===== config.mk =====
export PLATFORM = sky130hd
export DESIGN_NAME = overrun_limit_stop
export DESIGN_NICKNAME = d
export VERILOG_FILES = /design/src/overrun_limit_pkg.sv /design/src/limit_input_sync.sv /design/src/overrun_limit_stop.sv
export SDC_FILE = /design/constraint.sdc
export NUM_CORES = 1
export LEC_CHECK = 0
export ABC_AREA = 1
export BUFFER_PORTS_ARGS = -buffer_cell sky130_fd_sc_hd__clkbuf_2
export CORE_AREA = 8 8 45 47
export DETAILED_ROUTE_END_ITERATION = 10
export DIE_AREA = 0 0 53 55
export GPL_TIMING_DRIVEN = 0
export PLACE_DENSITY_LB_ADDON = 0.08
export REMOVE_ABC_BUFFERS = 1
export SLEW_MARGIN = 20
export SYNTH_ARGS = -nofsm -noshare
export SYNTH_HDL_FRONTEND = slang
export SYNTH_HIERARCHICAL = 1
export SYNTH_SLANG_ARGS = --single-unit

===== constraint.sdc =====
create_clock -name clock_i -period 0.85 [get_ports clock_i]
set_input_delay 0.085 -clock clock_i [delete_from_list [all_inputs] [get_ports clock_i]]
set_output_delay 0.085 -clock clock_i [all_outputs]
set_load 0.05 [all_outputs]

===== src/overrun_limit_pkg.sv =====
// constants for the over-run limit block
`default_nettype none
package overrun_limit_pkg;
    // samples of a pin: three flops, change taken when stages two and three agree
    localparam int SYNC_STAGES      = 3;
    // least active width on a limit pin that the agreement filter recognises
    localparam int MIN_ACTIVE_CLK   = 2;
    // reset values of the held state
    localparam logic RESET_FLAG     = 1'b0;
    localparam logic RESET_LEVEL    = 1'b0;
    // drive direction codes
    localparam logic DIR_PLUS       = 1'b0;
    localparam logic DIR_MINUS      = 1'b1;
    // stop kind codes
    localparam logic STOP_DECEL     = 1'b0;
    localparam logic STOP_INSTANT   = 1'b1;
    // bit positions in the live input level word
    localparam int LEVEL_PLUS_BIT   = 0;
    localparam int LEVEL_MINUS_BIT  = 1;
endpackage
`default_nettype wire


===== src/limit_input_sync.sv =====
// three-flop synchroniser with agreement filter for one limit pin
`default_nettype none
module limit_input_sync
(
    // clock and reset
    input  wire logic clock_i,
    input  wire logic rst_i,
    // pin side
    input  wire logic pin_i,
    // synchronous side
    output logic      level_o
);
    logic [2:0] stage_reg;
    logic [2:0] stage_next;
    logic       level_reg;
    logic       level_next;

    always_comb
    begin
        stage_next = {stage_reg[1:0], pin_i};
        level_next = level_reg;
        // first stage feeds only the second; two and three must agree
        if (stage_reg[1] == stage_reg[2])
        begin
            level_next = stage_reg[2];
        end
    end

    always_ff @(posedge clock_i or posedge rst_i)
    begin
        if (rst_i)
        begin
            stage_reg <= 3'h0;
            level_reg <= overrun_limit_pkg::RESET_LEVEL;
        end
        else
        begin
            stage_reg <= stage_next;
            level_reg <= level_next;
        end
    end

    assign level_o = level_reg;
endmodule
`default_nettype wire


===== src/overrun_limit_stop.sv =====
// per-axis over-run limit stop, error flags and input status
`default_nettype none
module overrun_limit_stop
(
    // clock and reset
    input  wire logic       clock_i,
    input  wire logic       rst_i,
    // limit pins
    input  wire logic       axis_plus_overrun_input_i,
    input  wire logic       axis_minus_overrun_input_i,
    // configuration from command registers
    input  wire logic       plus_enable_i,
    input  wire logic       plus_instant_i,
    input  wire logic       plus_active_high_i,
    input  wire logic       minus_enable_i,
    input  wire logic       minus_instant_i,
    input  wire logic       minus_active_high_i,
    // drive state from the pulse generator
    input  wire logic       driving_i,
    input  wire logic       drive_dir_i,
    // error flag clear from software
    input  wire logic       error_clear_i,
    // stop requests to the pulse generator
    output logic            decel_stop_o,
    output logic            instant_stop_o,
    // status
    output logic            plus_hw_limit_error_flag_o,
    output logic            minus_hw_limit_error_flag_o,
    output logic [1:0]      input_status_level_o,
    // home search references
    output logic            plus_limit_active_o,
    output logic            minus_limit_active_o
);
    // vectors are indexed by the status word's bit positions
    localparam int N_DIR = 2;
    localparam int P     = overrun_limit_pkg::LEVEL_PLUS_BIT;
    localparam int M     = overrun_limit_pkg::LEVEL_MINUS_BIT;

    // per-direction views of the ports
    logic [N_DIR-1:0] pin_vec;
    logic [N_DIR-1:0] enable_vec;
    logic [N_DIR-1:0] instant_vec;
    logic [N_DIR-1:0] active_high_vec;
    logic [N_DIR-1:0] dir_code_vec;

    // filtered levels and polarity-corrected state
    logic [N_DIR-1:0] level_vec;
    logic [N_DIR-1:0] active_vec;

    // enabled active limit in the drive's own direction
    logic [N_DIR-1:0] hit_vec;

    // held state
    logic [N_DIR-1:0] flag_reg;
    logic [N_DIR-1:0] flag_next;
    logic             decel_reg;
    logic             decel_next;
    logic             instant_reg;
    logic             instant_next;

    ////////////////////////////////////////////////////////////////////////
    // the per-direction logic assumes two distinct bits of a two-bit word
    if (P == M || P >= N_DIR || M >= N_DIR)
    begin : g_bad_bits
        $error("limit status bit positions must be 0 and 1");
    end

    // the synchroniser is written for exactly three stages
    if (overrun_limit_pkg::SYNC_STAGES != 3)
    begin : g_bad_sync
        $error("limit synchroniser is built for three stages");
    end

    // agreement of two samples is what sets the least active width
    if (overrun_limit_pkg::MIN_ACTIVE_CLK != 2)
    begin : g_bad_width
        $error("agreement filter recognises two-clock pulses only");
    end

    ////////////////////////////////////////////////////////////////////////
    assign pin_vec[P]         = axis_plus_overrun_input_i;
    assign pin_vec[M]         = axis_minus_overrun_input_i;

    assign enable_vec[P]      = plus_enable_i;
    assign enable_vec[M]      = minus_enable_i;

    assign instant_vec[P]     = plus_instant_i;
    assign instant_vec[M]     = minus_instant_i;

    assign active_high_vec[P] = plus_active_high_i;
    assign active_high_vec[M] = minus_active_high_i;

    assign dir_code_vec[P]    = overrun_limit_pkg::DIR_PLUS;
    assign dir_code_vec[M]    = overrun_limit_pkg::DIR_MINUS;

    ////////////////////////////////////////////////////////////////////////
    for (genvar d = 0; d < N_DIR; d++)
    begin : g_dir
        // the agreement needs two equal samples, so shorter pulses may be missed
        limit_input_sync limit_input_sync_i
        (
            .clock_i (clock_i),
            .rst_i   (rst_i),
            .pin_i   (pin_vec[d]),
            .level_o (level_vec[d])
        );

        assign active_vec[d] = level_vec[d] == active_high_vec[d];

        // only the limit in the drive's own direction counts
        assign hit_vec[d] = enable_vec[d]
                            && active_vec[d]
                            && driving_i
                            && drive_dir_i == dir_code_vec[d];
    end

    ////////////////////////////////////////////////////////////////////////
    always_comb
    begin
        flag_next    = flag_reg;
        decel_next   = 1'b0;
        instant_next = 1'b0;

        for (int k = 0; k < N_DIR; k++)
        begin
            if (error_clear_i)
            begin
                flag_next[k] = 1'b0;
            end

            // set wins over a clear in the same cycle
            if (hit_vec[k])
            begin
                flag_next[k] = 1'b1;

                if (instant_vec[k] == overrun_limit_pkg::STOP_INSTANT)
                begin
                    instant_next = 1'b1;
                end
                else
                begin
                    decel_next = 1'b1;
                end
            end
        end
    end

    always_ff @(posedge clock_i or posedge rst_i)
    begin
        if (rst_i)
        begin
            flag_reg    <= {N_DIR{overrun_limit_pkg::RESET_FLAG}};
            decel_reg   <= overrun_limit_pkg::RESET_FLAG;
            instant_reg <= overrun_limit_pkg::RESET_FLAG;
        end
        else
        begin
            flag_reg    <= flag_next;
            decel_reg   <= decel_next;
            instant_reg <= instant_next;
        end
    end

    ////////////////////////////////////////////////////////////////////////
    // stop requests hold while the condition holds; the drive drops driving_i when stopped
    assign decel_stop_o                = decel_reg;
    assign instant_stop_o              = instant_reg;

    assign plus_hw_limit_error_flag_o  = flag_reg[P];
    assign minus_hw_limit_error_flag_o = flag_reg[M];

    // raw filtered levels, not polarity corrected
    assign input_status_level_o        = level_vec;

    // usable by home search whether or not protection is enabled
    assign plus_limit_active_o         = active_vec[P];
    assign minus_limit_active_o        = active_vec[M];
endmodule
`default_nettype wire


* Word level (Yosys, flattened, before mapping)
Cells that the tools add are included.
Word-level totals: register bits 12, input bits 13, output and inout bits 8, word-level logic and storage cells 32
Cells by class: equality and inequality tests 4, multiplexer cells 11, bitwise operators 1, reduce and logical (&&, ||, !) cells 8
Operators with widths (count):
- $mux W1 | 11
- $logic_and A1 B1 Y1 | 6
- $eq A1 B1 Y1 | 4
- $reduce_bool A2 Y1 | 2
- $not A1 Y1 | 1

* Logic depth before layout (Yosys ltp)
Gate-level depths: netlist of run 1.
word-level depth 7, depth in mapped cells 5, gate-level depth less buffers 5

* Hierarchy
Netlist of run 1, hierarchy kept.
Modules (own cells, without submodules):
- limit_input_sync | times used 2, cells each 9, area an instance 120.1 µm², seq. area each 100.1 µm²
- overrun_limit_stop | times used 1, cells each 34, area an instance 237.7 µm², seq. area each 100.1 µm²

* Worst setup path before layout of run 1
Ideal clock, no wire load.
path type flip-flop to flip-flop, from reg g_dir[0].limit_input_sync_i.level_reg, to reg decel_reg, in the netlist decel_stop_o, arrival time 1.314 ns, required time 0.728 ns, setup slack -0.585 ns, cell stages (with the launch flop) 6, cell sequence dfrtp_1 > inv_1 > nand2_1 > nand2_1 > nand3_1 > nand2_1
Between the ends: cells in the longest elaborated chain, start to end 7
Ends and longest elaborated chain:
- start, declared | RTL line limit_input_sync.sv:15 | logic level_reg;
- start signal, assigned | RTL line limit_input_sync.sv:34 | level_reg <= overrun_limit_pkg::RESET_LEVEL;
- start signal, assigned | RTL line limit_input_sync.sv:39 | level_reg <= level_next;
- $eq A1 B1 Y1 * | RTL line overrun_limit_stop.sv:108 | assign active_vec[d] = level_vec[d] == active_high_vec[d];
- net plus_limit_active_o | RTL line overrun_limit_stop.sv:31 | output logic plus_limit_active_o,
- $logic_and A1 B1 Y1 * | RTL line overrun_limit_stop.sv:112 | && active_vec[d]
- $logic_and A1 B1 Y1 * | RTL line overrun_limit_stop.sv:113 | && driving_i
- $logic_and A1 B1 Y1 * | RTL line overrun_limit_stop.sv:114 | && drive_dir_i == dir_code_vec[d];
- $mux W1 * | RTL line overrun_limit_stop.sv:132 | if (hit_vec[k])
- $mux W1 | RTL line overrun_limit_stop.sv:136 | if (instant_vec[k] == overrun_limit_pkg::STOP_INSTANT)
- $mux W1 * | RTL line overrun_limit_stop.sv:132
- net decel_next | RTL line overrun_limit_stop.sv:57 | logic decel_next;
- end signal, assigned | RTL line overrun_limit_stop.sv:153 | decel_reg <= overrun_limit_pkg::RESET_FLAG;
- end signal, assigned | RTL line overrun_limit_stop.sv:159 | decel_reg <= decel_next;
- end, declared | RTL line overrun_limit_stop.sv:56 | logic decel_reg;
The timed path passes the listed nets; every way through them passes the cells marked *. A chain may end at the register's enable or synchronous reset.

* Worst setup path in the final report of run 1
from reg g_dir[1].limit_input_sync_i.level_reg, to out minus_limit_active_o
Between the ends: cells in the longest elaborated chain, start to end 1
Ends and longest elaborated chain:
- start, declared | RTL line limit_input_sync.sv:15
- start signal, assigned | RTL line limit_input_sync.sv:34
- start signal, assigned | RTL line limit_input_sync.sv:39
- $eq A1 B1 Y1 | RTL line overrun_limit_stop.sv:108
- end, declared | RTL line overrun_limit_stop.sv:32 | output logic minus_limit_active_o
Every way passes these cells.

==> flow_summary.ini, run 1 <==
[layout]
nFillCells = 121
area_growth_syn_to_layout_pct = 73.6
drive_gt1_share_pct = 44.6
fin_nets = 98
largest_reg_flops = 6
antenna_cells = 0
final_cell_area_sq_um = 830
layout_common_cells = inv_1 (12), dfrtp_1 (12), clkbuf_2 (12)

[power_and_ir_drop]
power_density_nw_per_um2 = 1710
p_leak_uw = 0.000450
vdd_ir_drop_max_mv = 1.05

[place]
post-place-ws_ps = -123
dp_hpwl_um = 800
postPlaceCellArea_sq_um = 598
place_congestion = 0.661
port_buffers = 20

[critical_path]
r2r_cells = 6
cp-start-kind = register
cp_num_buf_inv = 2
r2r_end = decel_stop_o$_DFF_PP0_
crit_slowest_cell = dfrtp_1
worstPathArrival_ps = 1040
cp_cell_sequence = inv_2 > nand2_2 > nand2_4 > clkbuf_16
cp_max_fo = 3
required_ps = 760
crit-reg2reg-launch = g_dir[1].limit_input_sync_i/level_o$_DFFE_PP0N_
rrSetupSlack_ps = -100
slowest_delay_ps = 420
criticalPathCategory = register to primary output
end_kind = primary output
cp_top_family = flip-flops

[logic_synthesis]
yosys-mux-area-fraction_pct = 0
synthSimpleGateAreaFrac_pct = 22.0
synth-seq-cells = 12
synth_fa_ha_area_share_pct = 0
yosysWarnings = 6
postSynthAreaPerCell_sq_um = 9.19
synth-compound-area-share_pct = 4.19
ys_seq_area_share_pct = 62.8
yosysUniqueCellTypes = 11
synth_top_family_by_area = simple AND/OR/NAND/NOR gates
syn_inst = 52
synth_area_sq_um = 478
synthXorXnorAreaFrac_pct = 0

[clocking]
path_clk_slew_ps = 70
cts_tree = built
root_buffer = clkbuf_4
clock_sinks = 12
cts_buffers = 3
ctsHtreeMaxLevel = 1
cts_buffer_depth = 2
clock_insertion_delay_worst_skew_ps = 260

[sta]
finalClockSkew_ps = 1.54
fin_crit_ps = 1120
setup_viol = 12
hold_viol_final = 0
timing.fmax_mhz = 891
finalCritPeriodShare_pct = 132
worst_pin_slew_ps = 157
slew_viol_final = 0
max_slew_margin_pct = 89.6
rsz0062_at_grt = yes
setup_slack_ps = -272

[flow_run]
maxCapViolations = 0

[route]
drt_pass1_iterations = 4
drtAntennaViolNets = 0
drt-wirelength-per-cell_um = 11.5
drt_iter0_drc = 5
dr_total_vias = 442
drt-total-wl_um = 1140
via_per_inst = 4.46
drc_errors = 0

[grt]
grt-ovfl-total = 0
grt_antenna_before_repair = 0
grt_first_pass_wirelength_um = 1640
grt_max_degree = 7
grt_pass1_vias = 423
track_usage_pct = 7.85

[floorplanning]
die_w_um = 53
dieHeight_um = 55
rows = 14
dieArea_sq_um = 2920
io_pins = 21
core_area_sq_um = 1380
start_util_pct = 34.5

[status]
status = finished, violations left
violations = negative setup slack

[worst_hold_path]
min_from = minus_instant_i
worstHoldPathCells = 3
hold_end = instant_stop_o$_DFF_PP0_
min_path_type = primary input to register
cells in the mapped netlist, drive strengths merged:
cell / number / share of area [%]
dfrtp: 12 / 63
nand3: 4 / 4.2
nor2: 4 / 5.2
o21ai: 2 / 2.1
a21oi: 2 / 2.1
nand2: 14 / 13
inv: 14 / 11
power by group:
| group | internal (uW) | switching, uW | leakage [uW] |
|---|---|---|---|
| clock network | 164 | 169 | 0.0000138 |
| registers | 606 | 25.8 | 0.000149 |
| logic | 219 | 232 | 0.000288 |
worst min-delay path, cell delays in order:
cell and delay [ps]:
clkbuf_2 100, nand3_2 70, nand2_1 50
metal layers:
metal | up-vias | global-route usage, % | share of wire, %
met2 | 18 | 12.9 | 52
met1 | 207 | 7.55 | 34
met4 | 0 | 5.17 | 1.8
met3 | 3 | 4.28 | 11
met5 | - | 0 | 0
li1 | 214 | - | -
how the worst max path moves through the flow:
stage,start,end,slack (ps),depth (start not counted)
after CTS,g_dir[1].limit_input_sync_i/level_o$_DFFE_PP0N_,minus_limit_active_o,-290,4
final,g_dir[1].limit_input_sync_i/level_o$_DFFE_PP0N_,minus_limit_active_o,-270,4
after floorplan,g_dir[0].limit_input_sync_i/level_o$_DFFE_PP0N_,decel_stop_o$_DFF_PP0_,-590,5
after detailed placement,g_dir[0].limit_input_sync_i/level_o$_DFFE_PP0N_,plus_limit_active_o,-120,4
after global routing,g_dir[0].limit_input_sync_i/level_o$_DFFE_PP0N_,plus_limit_active_o,-360,4
after global placement,g_dir[0].limit_input_sync_i/level_o$_DFFE_PP0N_,plus_limit_active_o,-120,4
final cells by class:
type | instances | area (sq um) | share of cell area (%)
clock buffers | 3 | 22.5 | 2.71
inverters | 14 | 52.6 | 6.33
multi-input cells | 26 | 140 | 16.9
flip-flops and latches | 12 | 300 | 36.2
well taps | 16 | 20.0 | 2.41
repair buffers | 28 | 294 | 35.4
what timing repair did:
item	in CTS	in global routing
setup buffers	2	2
setup endpoints to repair	8	12
resized for setup	21	10
hold buffers	4	0
pin swaps	0	3
endpoints found under the hold margin	15	0
gates cloned	0	0
metrics by stage:
stage / TNS [ps] / instances / hold WS, ps / utilization [%] / power [uW]
6_report: -1490 / 99 / 68.6 / 59.9 / 1420
5_1_grt: -2160 / 99 / 74.8 / 59.9 / 1480
4_1_cts: -1250 / 97 / 62.2 / 57.3 / 1390
3_5_place_dp: -238 / 88 / -9.22 / 43.2 / 910
3_3_place_gp: -227 / 88 / -13.7 / 43.2 / 908
2_1_floorplan: -2830 / 52 / -149 / - / 828
cells by family (layout without fill, tap and decap cells):
group                  after synthesis  in the layout
AOI/OAI and AO/OA                    4              4
buffers and inverters               14             45
DFF                                 12             12
and+or+nand+nor                     22             22
(Power assumes the default switching activity.)
==> inputs of run 2 (changes only) <==
--- a/config.mk
+++ b/config.mk
@@ -8,6 +8,7 @@
 export ABC_AREA = 1
 export BUFFER_PORTS_ARGS = -buffer_cell sky130_fd_sc_hd__clkbuf_2
 export CORE_AREA = 8 8 45 47
+export CTS_BUF_LIST = sky130_fd_sc_hd__clkbuf_16
 export DETAILED_ROUTE_END_ITERATION = 10
 export DIE_AREA = 0 0 53 55
 export GPL_TIMING_DRIVEN = 0
==> run 2 against run 1 <==
The run still ends with negative setup slack left; sequential power hardly changed; largest cell class unchanged; register-to-register slack worse by 80 ps; via count decreased by 2.7%; largest power group is now clock; core utilization up 3.5 points; non-clock buffer count unchanged; final area increased by 5.9%; first-iteration DRC count is 40% lower.
==> flow_summary.ini, run 2 (same netlist as run 1, synthesis figures left out) <==
[floorplanning]
die_w_um = 53
core_area_sq_um = 1380
start_util_pct = 34.5
dieHeight_um = 55
rows = 14
dieArea_sq_um = 2920
io_pins = 21

[grt]
grt_antenna_before_repair = 0
grtUsageMet1_pct = 7.09
use_met3_pct = 4.01
grt_busiest_layer = met2
met2_usage_pct = 14.8
grt_pass1_vias = 441
grt_first_pass_wirelength_um = 1710
grt-ovfl-total = 0
grt_max_degree = 7
track_usage_pct = 8.19

[route]
drtAntennaViolNets = 0
drt-wirelength-per-cell_um = 11.5
dr_total_vias = 430
drc_errors = 0
drt_pass1_iterations = 4
drt_iter0_drc = 3
via_per_inst = 4.34
drt-total-wl_um = 1140

[critical_path]
end_kind = primary output
slowest_delay_ps = 380
crit_slowest_cell = dfrtp_1
cp-start-kind = register
criticalPathCategory = register to primary output
worstPathArrival_ps = 990
cp_cell_sequence = inv_1 > nand2_1 > nand2_2 > clkbuf_16
cp_max_fo = 3
required_ps = 760

[layout]
largest_reg_flops = 6
drive_gt1_share_pct = 49.4
area_growth_syn_to_layout_pct = 83.8
fin_nets = 98
layout_commonest_cell = inv_1
regArea_sq_um = 300
antenna_cells = 0
layout_common_cells = inv_1 (13), dfrtp_1 (12), clkbuf_2 (12)
nFillCells = 111
multi_input_comb_area_sq_um = 156

[clocking]
cts_tree = built
cts_buffers = 3
clock_sinks = 12
cts_buffer_depth = 2
ctsHtreeMaxLevel = 1
path_clk_slew_ps = 40
root_buffer = clkbuf_16
clock_insertion_delay_worst_skew_ps = 230

[power_and_ir_drop]
power_density_nw_per_um2 = 2170
p_leak_uw = 0.000470
vdd_ir_drop_max_mv = 1.32
totalPowerFinal_uw = 1900

[sta]
hold_viol_final = 0
worst_pin_slew_ps = 179
setup_viol = 11
finalCritPeriodShare_pct = 127
timing.fmax_mhz = 929
slew_viol_final = 0
setup_slack_ps = -227
timing.hold.ws_ps = 50.8
rsz0062_at_grt = yes
finalClockSkew_ps = 1.12
max_slew_margin_pct = 88.0
fin_crit_ps = 1080

[worst_hold_path]
min_path_type = primary input to register

[place]
port_buffers = 20
place_congestion = 0.661
dp_hpwl_um = 800

[status]
status = finished, violations left
violations = negative setup slack

[flow_run]
maxCapViolations = 0
## run 2: cell count changes in the layout (fill, tap and decap cells not counted), sizes merged
cell | previous run | this run
dlygate4sd3 | 4 | 3
buf | 8 | 9
## run 2: critical path, delay by kind of cell, from the launching register on
| family | cells | cell delay [ps] |
|---|---|---|
| flip-flops | 1 | 380 |
| AND/OR/NAND/NOR | 2 | 150 |
| buffers and inverters | 2 | 220 |
## run 2: final cells by class
class / instances / area share [%]
Clock buffer: 3 / 8.55
Inverter: 14 / 5.98
Multi-Input combinational cell: 26 / 17.8
Sequential cell: 12 / 34.2
Tap cell: 16 / 2.28
Timing Repair Buffer: 28 / 31.2
## run 2: report_power, final
group | leakage (uW) | total, uW | internal (uW) | switching, uW
Clock | 0.0000370 | 827 | 610 | 217
Combinational | 0.000284 | 441 | 206 | 234
Sequential | 0.000149 | 634 | 609 | 24.4
Total | 0.000470 | 1900 | 1430 | 476
## run 2: worst paths after layout
path / startpoint / endpoint / slack, ps / depth (start not counted)
max in group asynchronous: rst_i / flag_reg[1]$_DFFE_PP0P_ / 400 / 3
setup / recovery: g_dir[0].limit_input_sync_i/level_o$_DFFE_PP0N_ / plus_limit_active_o / -230 / 4
hold / removal: error_clear_i / flag_reg[1]$_DFFE_PP0P_ / 50 / 2
min in group asynchronous: rst_i / g_dir[1].limit_input_sync_i/stage_reg[0]$_DFF_PP0_ / 290 / 3
setup reg to reg: g_dir[1].limit_input_sync_i/level_o$_DFFE_PP0N_ / instant_stop_o$_DFF_PP0_ / -180 / 6
hold reg to reg: g_dir[0].limit_input_sync_i/stage_reg[0]$_DFF_PP0_ / g_dir[0].limit_input_sync_i/stage_reg[1]$_DFF_PP0_ / 340 / 0
## run 2: routing by layer
metal,up-vias,part of all wire (%)
met5,-,0
met4,0,2.0
met3,3,11
met2,16,52
met1,197,35
li1,214,-
## run 2: through the flow
stage	setup WS (ps)	utilization (%)	cell area, sq um	instances	TNS [ps]
floorplan	-585	-	478	52	-2830
global route	-303	63.5	878	99	-1960
CTS	-242	59.9	828	97	-1140
detailed placement	-123	43.2	598	88	-238
global placement	-122	43.2	598	88	-227
finish	-227	63.5	878	99	-1360
## run 2: what timing repair did
action,4_1_cts,5_1_grt
gates cloned,0,0
pin swaps,2,4
endpoints found under the hold margin,14,0
gates resized for setup,20,12
hold buffers,3,0
setup buffers,3,2
setup endpoints to repair,8,12
